$ cat src/rtl/psm_pkg.sv
// What this block does
// - count blocks whose sync header is invalid
// - count control blocks with unknown type
// - count 0x4B blocks not local/remote fault
// - count 0x1E blocks holding non-idle codes
// - count 0x78 blocks with wrong preamble
// - programmable preamble mode suppresses start errors
// - count each remote fault ordered set
// - count each local fault ordered set
// - count only successfully transmitted frames
// - valid frame: 64..1518 bytes, whole octets
// - 32-bit valid counter, good FCS only
// - VLAN frames 1519..1521 bytes also valid
// - running totals of bytes sent and received
// - running totals of bits sent and received
// - count capture trigger matches
// - count capture filter matches
// - user-defined match counters
// - link state: up, loopback or down
package psm_pkg;

	////////////////////////////////////////////////////////////////////////////////
	// sizes
	localparam int PSM_CNT_W = 32;
	localparam int PSM_TOT_W = 64;
	localparam int PSM_NUM_CNT = 15;
	localparam int PSM_NUM_TOT = 4;
	localparam int PSM_NUM_EVT = 7;
	localparam int PSM_ADDR_W = 8;

	////////////////////////////////////////////////////////////////////////////////
	// 32-bit counter slots; slots 0..6 follow the block event order
	localparam int PSM_C_SYNC = 0;
	localparam int PSM_C_BAD_TYPE = 1;
	localparam int PSM_C_BAD_OS = 2;
	localparam int PSM_C_BAD_IDLE = 3;
	localparam int PSM_C_BAD_START = 4;
	localparam int PSM_C_REMOTE = 5;
	localparam int PSM_C_LOCAL = 6;
	localparam int PSM_C_TX_FRAME = 7;
	localparam int PSM_C_RX_VALID = 8;
	localparam int PSM_C_TRIG = 9;
	localparam int PSM_C_FILT = 10;
	localparam int PSM_C_CUSTOM = 11;
	localparam int PSM_NUM_CUSTOM = 4;

	// 64-bit totals slots
	localparam int PSM_T_TX_BYTE = 0;
	localparam int PSM_T_RX_BYTE = 1;
	localparam int PSM_T_TX_BIT = 2;
	localparam int PSM_T_RX_BIT = 3;

	////////////////////////////////////////////////////////////////////////////////
	// register byte offsets
	localparam logic [7:0] PSM_OFS_CTRL = 8'h00;
	localparam logic [7:0] PSM_OFS_LINK = 8'h04;
	localparam logic [7:0] PSM_OFS_IRQ_STAT = 8'h08;
	localparam logic [7:0] PSM_OFS_IRQ_MASK = 8'h0c;
	localparam logic [7:0] PSM_OFS_CNT_BASE = 8'h40;
	localparam logic [7:0] PSM_OFS_TOT_BASE = 8'h80;

	// control fields and reset values
	localparam int PSM_CTRL_PROG_PRE = 0;
	localparam int PSM_CTRL_CLEAR = 1;
	localparam logic PSM_RST_PROG_PRE = 1'b0;
	localparam logic [PSM_NUM_EVT-1:0] PSM_RST_IRQ_MASK = 7'h00;

	////////////////////////////////////////////////////////////////////////////////
	// 64b/66b coding
	localparam logic [1:0] PSM_SH_DATA = 2'b01;
	localparam logic [1:0] PSM_SH_CTRL = 2'b10;
	localparam logic [7:0] PSM_BT_IDLE = 8'h1e;
	localparam logic [7:0] PSM_BT_START = 8'h78;
	localparam logic [7:0] PSM_BT_OSET = 8'h4b;
	localparam logic [7:0] PSM_BT_T0 = 8'h87;
	localparam logic [7:0] PSM_BT_T1 = 8'h99;
	localparam logic [7:0] PSM_BT_T2 = 8'haa;
	localparam logic [7:0] PSM_BT_T3 = 8'hb4;
	localparam logic [7:0] PSM_BT_T4 = 8'hcc;
	localparam logic [7:0] PSM_BT_T5 = 8'hd2;
	localparam logic [7:0] PSM_BT_T6 = 8'he1;
	localparam logic [7:0] PSM_BT_T7 = 8'hff;
	localparam logic [6:0] PSM_CC_IDLE = 7'h00;
	localparam logic [55:0] PSM_PREAMBLE = 56'hd5_55_55_55_55_55_55;
	localparam logic [23:0] PSM_OS_LOCAL = 24'h01_00_00;
	localparam logic [23:0] PSM_OS_REMOTE = 24'h02_00_00;

	////////////////////////////////////////////////////////////////////////////////
	// frame size limits in bytes
	localparam logic [15:0] PSM_MIN_LEN = 16'd64;
	localparam logic [15:0] PSM_MAX_LEN = 16'd1518;
	localparam logic [15:0] PSM_VLAN_LIM = 16'd1522;

	typedef enum logic [1:0] {
		PSM_LINK_DOWN = 2'b00,
		PSM_LINK_UP = 2'b01,
		PSM_LINK_LOOP = 2'b10
	} psm_link_e;

	function automatic logic psm_known_type(input logic [7:0] bt);
		case (bt)
			PSM_BT_IDLE, PSM_BT_START, PSM_BT_OSET, PSM_BT_T0, PSM_BT_T1,
			PSM_BT_T2, PSM_BT_T3, PSM_BT_T4, PSM_BT_T5, PSM_BT_T6, PSM_BT_T7: psm_known_type = 1'b1;
			default: psm_known_type = 1'b0;
		endcase
	endfunction

endpackage

$ cat src/rtl/psm_block_check.sv
`timescale 1ns/1ns
module psm_block_check import psm_pkg::*; (
	// clock and reset
	input wire logic ref_clk_in,
	input wire logic rst_n_in,
	// received block
	input wire logic blk_valid_in,
	input wire logic [1:0] blk_sync_in,
	input wire logic [63:0] blk_payload_in,
	input wire logic prog_pre_in,
	// one-cycle events, slot order of psm_pkg
	output logic [PSM_NUM_EVT-1:0] evt_out
);

	typedef struct packed {
		logic [PSM_NUM_EVT-1:0] evt;
	} psm_chk_s;

	psm_chk_s st_ff;
	psm_chk_s nxt_st;
	logic is_ctrl;
	logic all_idle;
	logic [7:0] btype;

	always_comb begin
		btype = blk_payload_in[7:0];
		is_ctrl = blk_sync_in == PSM_SH_CTRL;
		all_idle = 1'b1;
		for (int i = 0; i < 8; i++) begin
			if (blk_payload_in[8 + 7 * i +: 7] != PSM_CC_IDLE) begin
				all_idle = 1'b0;
			end
		end
		nxt_st.evt = '0;
		if (blk_valid_in) begin
			nxt_st.evt[PSM_C_SYNC] = !is_ctrl && blk_sync_in != PSM_SH_DATA;
			if (is_ctrl) begin
				nxt_st.evt[PSM_C_BAD_TYPE] = !psm_known_type(btype);
				if (btype == PSM_BT_OSET) begin
					if (blk_payload_in[63:32] == 32'h0 && blk_payload_in[31:8] == PSM_OS_LOCAL) begin
						nxt_st.evt[PSM_C_LOCAL] = 1'b1;
					end else if (blk_payload_in[63:32] == 32'h0 && blk_payload_in[31:8] == PSM_OS_REMOTE) begin
						nxt_st.evt[PSM_C_REMOTE] = 1'b1;
					end else begin
						nxt_st.evt[PSM_C_BAD_OS] = 1'b1;
					end
				end
				nxt_st.evt[PSM_C_BAD_IDLE] = btype == PSM_BT_IDLE && !all_idle;
				nxt_st.evt[PSM_C_BAD_START] = btype == PSM_BT_START && !prog_pre_in
					&& blk_payload_in[63:8] != PSM_PREAMBLE;
			end
		end
	end

	always_ff @(posedge ref_clk_in) begin
		if (!rst_n_in) begin
			st_ff <= '0;
		end else begin
			st_ff <= nxt_st;
		end
	end

	assign evt_out = st_ff.evt;

endmodule // psm_block_check

$ cat src/rtl/psm_top.sv
// The implementer's own choices: the register offsets and the Avalon-MM register port.
`timescale 1ns/1ns
module psm_top import psm_pkg::*; (
	// clock and reset
	input wire logic ref_clk_in,
	input wire logic rst_n_in,

	// avalon-mm slave
	input wire logic [PSM_ADDR_W-1:0] avs_address_in,
	input wire logic avs_read_in,
	input wire logic avs_write_in,
	input wire logic [31:0] avs_writedata_in,
	output logic [31:0] avs_readdata_out,
	output logic avs_waitrequest_out,

	// received 64b/66b blocks
	input wire logic rx_blk_valid_in,
	input wire logic [1:0] rx_blk_sync_in,
	input wire logic [63:0] rx_blk_payload_in,

	// transmit frame end
	input wire logic tx_frame_done_in,
	input wire logic tx_frame_ok_in,
	input wire logic [15:0] tx_frame_len_in,

	// receive frame end
	input wire logic rx_frame_done_in,
	input wire logic [15:0] rx_frame_len_in,
	input wire logic [2:0] rx_frame_extra_bits_in,
	input wire logic rx_fcs_ok_in,
	input wire logic rx_vlan_tagged_in,
	input wire logic rx_trig_match_in,
	input wire logic rx_filt_match_in,
	input wire logic [PSM_NUM_CUSTOM-1:0] rx_custom_match_in,

	// link
	input wire logic link_up_in,
	input wire logic loopback_en_in,
	output logic [1:0] link_state_out,

	// interrupt
	output logic irq_out
);

	////////////////////////////////////////////////////////////////////////////////
	// state

	typedef struct packed {
		logic [PSM_NUM_CNT-1:0][PSM_CNT_W-1:0] cnt;
		logic [PSM_NUM_TOT-1:0][PSM_TOT_W-1:0] tot;
		logic [31:0] hi_shadow;
		logic [31:0] rdata;
		logic ack;
		logic prog_pre;
		logic [PSM_NUM_EVT-1:0] irq_stat;
		logic [PSM_NUM_EVT-1:0] irq_mask;
		psm_link_e link;
		logic irq;
	} psm_state_s;

	psm_state_s st_ff;
	psm_state_s nxt_st;

	logic [PSM_NUM_EVT-1:0] blk_evt;
	logic [PSM_NUM_CNT-1:0] inc;
	logic rx_valid;
	logic req;
	logic wr_take;
	logic rd_lo;
	logic clear;
	logic [PSM_TOT_W-1:0] tx_bytes;
	logic [PSM_TOT_W-1:0] rx_bytes;
	logic [PSM_TOT_W-1:0] tx_bits;
	logic [PSM_TOT_W-1:0] rx_bits;
	logic [PSM_NUM_EVT-1:0] w1c;
	logic [3:0] bus_ts;

	////////////////////////////////////////////////////////////////////////////////
	// block checker

	psm_block_check u_block_check (
		.ref_clk_in(ref_clk_in),
		.rst_n_in(rst_n_in),
		.blk_valid_in(rx_blk_valid_in),
		.blk_sync_in(rx_blk_sync_in),
		.blk_payload_in(rx_blk_payload_in),
		.prog_pre_in(st_ff.prog_pre),
		.evt_out(blk_evt)
	);

	////////////////////////////////////////////////////////////////////////////////
	// decoding

	// counter slot addressed by a byte address, or all ones if none
	function automatic logic [4:0] cnt_slot(input logic [PSM_ADDR_W-1:0] a);
		logic [PSM_ADDR_W-1:0] d;
		d = a - PSM_OFS_CNT_BASE;
		if (a >= PSM_OFS_CNT_BASE && a < PSM_OFS_TOT_BASE && d[1:0] == 2'b00
			&& d[7:2] < 6'(PSM_NUM_CNT)) begin
			cnt_slot = d[6:2];
		end else begin
			cnt_slot = 5'h1f;
		end
	endfunction

	// totals slot and half; bit 0 selects the high word
	function automatic logic [3:0] tot_slot(input logic [PSM_ADDR_W-1:0] a);
		logic [PSM_ADDR_W-1:0] d;
		d = a - PSM_OFS_TOT_BASE;
		if (a >= PSM_OFS_TOT_BASE && d[1:0] == 2'b00 && d[7:2] < 6'(2 * PSM_NUM_TOT)) begin
			tot_slot = d[5:2];
		end else begin
			tot_slot = 4'hf;
		end
	endfunction

	////////////////////////////////////////////////////////////////////////////////
	// frame qualification

	always_comb begin
		rx_valid = rx_fcs_ok_in && rx_frame_extra_bits_in == 3'h0
			&& ((rx_frame_len_in >= PSM_MIN_LEN && rx_frame_len_in <= PSM_MAX_LEN)
			|| (rx_vlan_tagged_in && rx_frame_len_in > PSM_MAX_LEN
			&& rx_frame_len_in < PSM_VLAN_LIM));
		tx_bytes = {48'h0, tx_frame_len_in};
		rx_bytes = {48'h0, rx_frame_len_in};
		tx_bits = {45'h0, tx_frame_len_in, 3'h0};
		rx_bits = {45'h0, rx_frame_len_in, rx_frame_extra_bits_in};
	end

	always_comb begin
		inc = '0;
		inc[PSM_NUM_EVT-1:0] = blk_evt;
		inc[PSM_C_TX_FRAME] = tx_frame_done_in && tx_frame_ok_in;
		inc[PSM_C_RX_VALID] = rx_frame_done_in && rx_valid;
		inc[PSM_C_TRIG] = rx_frame_done_in && rx_trig_match_in;
		inc[PSM_C_FILT] = rx_frame_done_in && rx_filt_match_in;
		for (int k = 0; k < PSM_NUM_CUSTOM; k++) begin
			inc[PSM_C_CUSTOM + k] = rx_frame_done_in && rx_custom_match_in[k];
		end
	end

	////////////////////////////////////////////////////////////////////////////////
	// bus handshake

	// one wait state: data is latched on the first edge, taken on the second
	assign req = avs_read_in || avs_write_in;
	assign avs_waitrequest_out = req && !st_ff.ack;
	assign wr_take = avs_write_in && st_ff.ack;
	assign bus_ts = tot_slot(avs_address_in);
	assign rd_lo = avs_read_in && !st_ff.ack && bus_ts != 4'hf && !bus_ts[0];
	assign clear = wr_take && avs_address_in == PSM_OFS_CTRL && avs_writedata_in[PSM_CTRL_CLEAR];
	assign w1c = (wr_take && avs_address_in == PSM_OFS_IRQ_STAT)
		? avs_writedata_in[PSM_NUM_EVT-1:0] : '0;

	////////////////////////////////////////////////////////////////////////////////
	// next state

	always_comb begin
		logic [4:0] cs;
		logic [3:0] ts;
		cs = cnt_slot(avs_address_in);
		ts = tot_slot(avs_address_in);
		nxt_st = st_ff;

		// counters wrap through the adder width
		for (int i = 0; i < PSM_NUM_CNT; i++) begin
			if (clear) begin
				nxt_st.cnt[i] = '0;
			end else if (inc[i]) begin
				nxt_st.cnt[i] = st_ff.cnt[i] + 32'h1;
			end
		end

		if (clear) begin
			nxt_st.tot = '0;
		end else begin
			if (tx_frame_done_in) begin
				nxt_st.tot[PSM_T_TX_BYTE] = st_ff.tot[PSM_T_TX_BYTE] + tx_bytes;
				nxt_st.tot[PSM_T_TX_BIT] = st_ff.tot[PSM_T_TX_BIT] + tx_bits;
			end
			if (rx_frame_done_in) begin
				nxt_st.tot[PSM_T_RX_BYTE] = st_ff.tot[PSM_T_RX_BYTE] + rx_bytes;
				nxt_st.tot[PSM_T_RX_BIT] = st_ff.tot[PSM_T_RX_BIT] + rx_bits;
			end
		end

		// a new event wins over a clear in the same cycle
		nxt_st.irq_stat = (st_ff.irq_stat & ~w1c) | blk_evt;

		if (wr_take) begin
			case (avs_address_in)
				PSM_OFS_CTRL: begin
					nxt_st.prog_pre = avs_writedata_in[PSM_CTRL_PROG_PRE];
				end
				PSM_OFS_IRQ_MASK: begin
					nxt_st.irq_mask = avs_writedata_in[PSM_NUM_EVT-1:0];
				end
				default: begin
					nxt_st.irq_mask = st_ff.irq_mask;
				end
			endcase
		end

		if (loopback_en_in) begin
			nxt_st.link = PSM_LINK_LOOP;
		end else if (link_up_in) begin
			nxt_st.link = PSM_LINK_UP;
		end else begin
			nxt_st.link = PSM_LINK_DOWN;
		end

		nxt_st.irq = |(nxt_st.irq_stat & nxt_st.irq_mask);

		// read data: latched on the first edge of a request
		nxt_st.ack = req && !st_ff.ack;
		if (avs_read_in && !st_ff.ack) begin
			if (cs != 5'h1f) begin
				nxt_st.rdata = st_ff.cnt[cs];
			end else if (ts != 4'hf) begin
				if (ts[0]) begin
					nxt_st.rdata = st_ff.hi_shadow;
				end else begin
					nxt_st.rdata = st_ff.tot[ts[3:1]][31:0];
				end
			end else begin
				case (avs_address_in)
					PSM_OFS_CTRL: nxt_st.rdata = {31'h0, st_ff.prog_pre};
					PSM_OFS_LINK: nxt_st.rdata = {30'h0, st_ff.link};
					PSM_OFS_IRQ_STAT: nxt_st.rdata = {25'h0, st_ff.irq_stat};
					PSM_OFS_IRQ_MASK: nxt_st.rdata = {25'h0, st_ff.irq_mask};
					default: nxt_st.rdata = 32'h0;
				endcase
			end
		end
		// reading a low word freezes its high word for the next read
		if (rd_lo) begin
			nxt_st.hi_shadow = st_ff.tot[ts[3:1]][63:32];
		end
	end

	////////////////////////////////////////////////////////////////////////////////
	// registers

	always_ff @(posedge ref_clk_in) begin
		if (!rst_n_in) begin
			st_ff <= '0;
			st_ff.prog_pre <= PSM_RST_PROG_PRE;
			st_ff.irq_mask <= PSM_RST_IRQ_MASK;
			st_ff.link <= PSM_LINK_DOWN;
		end else begin
			st_ff <= nxt_st;
		end
	end

	////////////////////////////////////////////////////////////////////////////////
	// outputs

	assign avs_readdata_out = st_ff.rdata;
	assign link_state_out = st_ff.link;
	assign irq_out = st_ff.irq;

endmodule // psm_top
$ cat config.mk
export PLATFORM = sky130hd
export DESIGN_NAME = psm_top
export DESIGN_NICKNAME = d
export VERILOG_FILES = /design/src/rtl/psm_pkg.sv /design/src/rtl/psm_block_check.sv /design/src/rtl/psm_top.sv
export SDC_FILE = /design/constraint.sdc
export NUM_CORES = 2
export LEC_CHECK = 0
export ABC_CLOCK_PERIOD_IN_PS = 2900
export BUFFER_PORTS_ARGS = -buffer_cell sky130_fd_sc_hd__buf_2
export CORE_UTILIZATION = 57
export CTS_CLUSTER_DIAMETER = 80
export DETAILED_ROUTE_END_ITERATION = 10
export GPL_ROUTABILITY_DRIVEN = 1
export PLACE_DENSITY = 0.78
export SYNTH_ARGS = -nofsm -noshare
export SYNTH_HDL_FRONTEND = slang
export SYNTH_SLANG_ARGS = --single-unit
$ cat constraint.sdc
create_clock -name ref_clk_in -period 2.9 [get_ports ref_clk_in]
set_input_delay 0.145 -clock ref_clk_in [delete_from_list [all_inputs] [get_ports ref_clk_in]]
set_output_delay 0.145 -clock ref_clk_in [all_outputs]
set_load 0.005 [all_outputs]
* Yosys cells after proc, flatten, opt, wreduce, memory -nomap -nowiden
Cells that the tools add are included.
** Operators by class
- Add/subtract/negate cells :: 21
- $mul :: 0
- Divide/modulo/power cells :: 0
- Magnitude comparators :: 11
- Equality and inequality tests :: 21
- Shift operators :: 0
- Muxes and demuxes :: 29
- Bitwise logic cells :: 8
- Reductions and logical operators :: 62
** Operators by type and width (number)
- 32-bit by 1-bit adder with 32-bit output, second input constant :: 15
- 64-bit by 16-bit adder with 64-bit output :: 2
- 64-bit by 19-bit adder with 64-bit output :: 2
- 32-bit binary-select mux with 4-bit select :: 1
- 64-bit binary-select mux with 2-bit select :: 1
- 32-bit 2-to-1 mux :: 4
- 8-bit equality test, second input constant :: 8
- 64-bit 2-to-1 mux :: 1
- 56-bit inequality test, second input constant :: 1
- 7-bit nonzero test :: 8
- 1-bit logical AND :: 32
- 32-bit zero test :: 1
- 7-bit one-hot mux with 4 select lines :: 1
- 24-bit by 17-bit equality test with 1-bit output, second input constant :: 1
- 24-bit by 18-bit equality test with 1-bit output, second input constant :: 1
- 7-bit 2-to-1 mux :: 3
- 8-bit by 4-bit equality test with 1-bit output, second input constant :: 2
- 8-bit by 7-bit equality test with 1-bit output, second input constant :: 2
- 16-bit by 7-bit >= comparator with 1-bit output, second input constant :: 1
- 16-bit by 11-bit greater-than comparator with 1-bit output, second input constant :: 1
- 16-bit by 11-bit less-or-equal comparator with 1-bit output, second input constant :: 1
- 16-bit by 11-bit less-than comparator with 1-bit output, second input constant :: 1
- 1-bit 2-to-1 mux :: 15
- 7-bit AND :: 2
- other kinds (32) :: 45
** Word-level totals
- Flip-flop bits (word level) :: 826
- Bits in latches :: 0
- Bits in writable memories :: 0
- Memory bits (read-only) :: 0
- Input bits :: 159
- Output and inout bits :: 36
- Memories :: 0

* Depth between registers and ports, before layout
- Word-level depth :: 11
- Mapped depth :: 12

* Hierarchy
From an unflattened synthesis, not the netlist that was laid out.
** Unflattened totals
- Cell total of the unflattened synthesis :: 5236
- Area total of the unflattened synthesis :: 44126.1 sq um
** By module, submodules not included
- psm_top :: instances 1, cells each 5159, area an instance 43523.0 sq um, sequential area each 16335.7 sq um
- psm_block_check :: instances 1, cells each 77, area an instance 603.1 sq um, sequential area each 140.1 sq um

* Least setup slack after synthesis
OpenSTA, ideal clock, no wires.
- Path type :: register -> register
- Start point :: reg st_ff[83] (netlist name)
- End point :: reg st_ff[137] (netlist name)
- Library setup time :: 0.115 ns
- Arrival :: 2.661 ns
- Data required time :: 2.785 ns
- Setup slack :: 0.125 ns
- Stages on the path, launching flop included :: 11
- Path buffers :: 1
- Period minus slack after synthesis :: 2.775 ns
- Cells stage by stage :: dfxtp_1 ha_1 fa_1 a21oi_1 nor2_1 o21ai_0 a311oi_1 a41oi_1 clkbuf_1 nor4_1 o21a_1
** Between the ends
- Word-level cells in the longest chain between the ends :: 1
** RTL lines
- start: declaration :: RTL line psm_top.sv:61 : psm_state_s st_ff;
- start signal: assignment :: RTL line psm_top.sv:252 : st_ff <= nxt_st;
- 64-bit by 16-bit adder with 64-bit output :: RTL line psm_top.sv:179 : nxt_st.tot[PSM_T_TX_BYTE] = st_ff.tot[PSM_T_TX_BYTE] + tx_bytes;
No other way between the ends.
A chain may end at the register's enable or synchronous reset.

* Final worst setup path
- Start point :: reg st_ff[277] (netlist name)
- End point :: reg st_ff[301] (netlist name)
** Between the ends
- Word-level cells in the longest chain between the ends :: 1
** RTL lines
- 64-bit by 19-bit adder with 64-bit output :: RTL line psm_top.sv:184 : nxt_st.tot[PSM_T_RX_BIT] = st_ff.tot[PSM_T_RX_BIT] + rx_bits;
No other way between the ends.

==> impl_metrics.py <==
metrics = {
    "final_layout": {
        "fillers": 6159,
        "fin_cells": 6816,
        "final_nets": 5945,
        "post_route_cells_drive_above_1_share": 0.1377,
        "area.growth.synth_to_final_pct": 16.81,
        "final_area_mm2": 0.05203,
    },
    "worst_setup_path": {
        "crit_path_end_kind": "flip-flop",
        "cpPeakStageDelay_ns": 0.66,
        "crit_required_ns": 3.43,
        "worstSetupPathType": "reg -> reg",
        "critPathBufInv": 2,
        "start_kind": "flip-flop",
        "crit_path_cell_trace": "ha_1 > nor2b_4 > o31a_1 > a31oi_2 > a21oi_4 > o311ai_4 > buf_4 > buf_6 > or3_1 > a21oi_1",
        "critPathSlowestCell": "o311ai_4",
        "crit_arrival_ns": 3.44,
        "path_delay_family": "compound AO/OA/AOI/OAI gates",
        "critical_path_peak_fanout": 8,
    },
    "placement": {
        "dp_hpwl_um": 107600,
        "portBuffers": 169,
        "place_congestion": 1.019,
        "dpl_cell_area_mm2": 0.04815,
        "dp_cells": 6594,
    },
    "power": {
        "power_mw": 26.94,
        "combPwrFrac": 0.109,
        "pwr-share-clk": 0.455,
        "ir_drop_mv": 0.4373,
        "seqPwrFrac": 0.436,
        "p_per_area_mw_per_mm2": 517.9,
        "swShare": 0.2581,
        "p_switching_mw": 6.954,
        "power.internal_mw": 19.99,
        "power.leakage_nw": 18.74,
    },
    "routing": {
        "wire_per_inst_um": 21.66,
        "vias": 43260,
        "postRouteAntennaNets": 0,
        "wl_met1_um": 62200,
        "wl_met3_um": 17710,
        "dr_wl_met2_um": 60980,
        "drt-initial-drc-count": 6236,
        "route.detailed.drc": 0,
        "first_pass_iters": 6,
        "highest-signal-layer": "met5",
        "vias_per_cell": 6.347,
        "wirelength_um": 147700,
    },
    "floorplanning": {
        "row_count": 102,
        "start_util": 0.5759,
        "core_mm2": 0.07734,
        "die_h_um": 281.5,
        "ioPinCount": 195,
        "fp.dieW_um": 281.5,
        "die-area_mm2": 0.07926,
    },
    "min_path": {
        "min_path_type": "in -> reg",
    },
    "clocking": {
        "clk_latency_ns": 0.68,
        "cts_buffer_depth": 3,
        "numCtsBuffers": 89,
        "htreeDepth": 3,
        "cts_sinks": 823,
        "cts_tree": "yes",
        "cts-root-buf": "clkbuf_16",
        "clkTransAtPathRegs_ns": 0.06,
    },
    "sta": {
        "maxClockFrequency_ghz": 0.3440,
        "fin_crit_ns": 2.907,
        "rsz0062_at_grt": "true",
        "worstMarginPinSlew_ns": 1.129,
        "drv_slew": 0,
        "finalSetupViolCount": 1,
        "finalCritPeriodShare": 1.002,
        "maxSlewHeadroom": 0.2452,
        "hold_violations": 0,
        "fin_ws_ns": -0.007013,
        "hold_slack_ns": 0.04929,
        "skew_ns": 0.03758,
    },
    "synth": {
        "mappedNetlistArea_mm2": 0.04454,
        "syn_nets": 5629,
        "synth-async-reset-ratio": 0,
        "syn_inst": 5383,
        "yosysTopAreaCell": "dfxtp_1",
        "synth_area_leaders": "dfxtp_1, xor2_1, nor2_1, nand2_1, xnor2_1",
        "synth-seq-cells": 823,
        "ys_types": 92,
        "yosysSeqAreaShare": 0.3699,
        "synth_edf_count": 0,
        "postSynthAreaPerCell_um2": 8.274,
        "ys_dominant_reg_cell": "dfxtp_1",
        "yosysTopAreaCellShare": 0.3699,
        "yosysWarnings": 0,
    },
    "run": {
        "maxCapViolCount": 0,
    },
    "global_route": {
        "overflow": 0,
        "antenna_found_initial": 7,
        "grt_pass1_wl_um": 224800,
        "grt_usage": 0.3628,
        "grt_pass1_vias": 39140,
        "grt_start_max_net_pins": 87,
    },
    "outcome": {
        "violations": "setup timing",
        "status": "finished with violations",
    },
}
[metal layers]
layer | vias to the layer above | track usage
li1 | 19940 | -
met1 | 20530 | 0.5197
met2 | 2415 | 0.5184
met3 | 372 | 0.07930
met4 | 4 | 0.1636
met5 | - | 0
[state kept, by name (all words and copies together) (netlist names)]
name,count
avs_readdata_out,32
irq_out,1
link_state_out,2
st_ff,781
u_block_check.evt_out,7
[cell type report]
cell class                 instances  area (um2)  area share
timing repair buffer             533        4232     0.08133
tap                             1040        1301     0.02501
antenna                            2       5.005  0.00009619
sequential                       823       16480      0.3167
multi-input combinational       4174       26570      0.5107
clock inverter                    40       539.3     0.01036
inverter                          78       292.8    0.005627
clock buffer                     126        2609     0.05014
[power by group through the flow]
| stage | clock network, mW | registers [mW] | logic [mW] |
|---|---|---|---|
| floorplan | 0 | 11.9 | 1.75 |
| global placement | 0 | 12.0 | 2.67 |
| detailed placement | 0 | 12.0 | 2.72 |
| CTS | 12.3 | 11.7 | 2.78 |
| global route | 12.8 | 11.7 | 3.16 |
| finish | 12.3 | 11.7 | 2.93 |
[cell usage in the layout, fill, tap and decap left out, drive strengths merged, types with 84 or more instances in the layout]
| cell type | netlist | final |
|---|---|---|
| dfxtp | 823 | 823 |
| nor2 | 715 | 715 |
| nand2 | 609 | 609 |
| buf | 141 | 488 |
| xor2 | 322 | 322 |
| a21oi | 276 | 276 |
| nand3 | 266 | 266 |
| xnor2 | 201 | 201 |
| o21ai | 193 | 193 |
| nand4 | 158 | 158 |
| and3 | 146 | 146 |
| clkbuf | 167 | 129 |
| or3 | 97 | 97 |
| mux2i | 90 | 90 |
| nor3 | 84 | 84 |
[synth_stat cells (50+ instances only)]
library cell	n
nor2b_1	67
and3_1	146
inv_1	75
nor2_1	713
buf_2	82
mux4_2	70
xnor2_1	201
nand4_1	158
and2_1	62
nand3_1	266
mux2i_1	90
o21ai_0	192
dfxtp_1	823
nor4_1	50
a31oi_1	76
a21oi_1	276
xor2_1	322
nor3_1	83
nand2_1	608
clkbuf_1	166
or3_1	97
a211oi_1	57
ha_1	83
[logic make-up after synthesis]
| family | after synthesis | share of synthesized area |
|---|---|---|
| muxes | 168 | 0.05764 |
| DFF | 823 | 0.3699 |
| buffers and inverters | 386 | 0.03899 |
| adders and majority gates | 87 | 0.02511 |
| AOI/OAI and AO/OA | 975 | 0.1431 |
| xor gates and xnor gates | 523 | 0.1028 |
| and+or+nand+nor | 2421 | 0.2624 |
[path summary, 6_finish.rpt]
| check | start | end | slack, ns | cells past startpoint |
|---|---|---|---|---|
| worst max-delay path | st_ff[277] | st_ff[301] | -0.007 | 10 |
| worst min-delay path | tx_frame_len_in[2] | st_ff[85] | 0.05 | 4 |
| worst max register to register | st_ff[277] | st_ff[301] | -0.007 | 10 |
| worst min register to register | st_ff[146] | st_ff[146] | 0.49 | 2 |
[worst reg2reg max path, cell delays in order (launching register included)]
cell and delay [ns]:
dfxtp_2 0.35, ha_1 0.34, nor2b_4 0.15, o31a_1 0.32
a31oi_2 0.29, a21oi_4 0.11, o311ai_4 0.66, buf_4 0.24
buf_6 0.13, or3_1 0.13, a21oi_1 0.07
[repair_timing]
action                                  4_1_cts  5_1_grt
buffers inserted                              0        8
hold buffers                                 42        0
endpoints found under the setup margin        7       80
gates resized for setup                       3       40
gates cloned                                  0        5
pin swaps                                     0       15
endpoints found under the hold margin        51        0
[metrics by stage]
| step | util | worst slack (ns) | setup TNS [ns] |
|---|---|---|---|
| 2_1_floorplan | - | 0.1248 | 0 |
| 3_3_place_gp | 0.6226 | -0.04560 | -0.2634 |
| 3_5_place_dp | 0.6226 | -0.08579 | -0.6881 |
| 4_1_cts | 0.6689 | 0.02380 | 0 |
| 5_1_grt | 0.6727 | -0.08881 | -0.6405 |
| 6_report | 0.6728 | -0.007013 | -0.007013 |
Power figures use the tool's default switching activity.
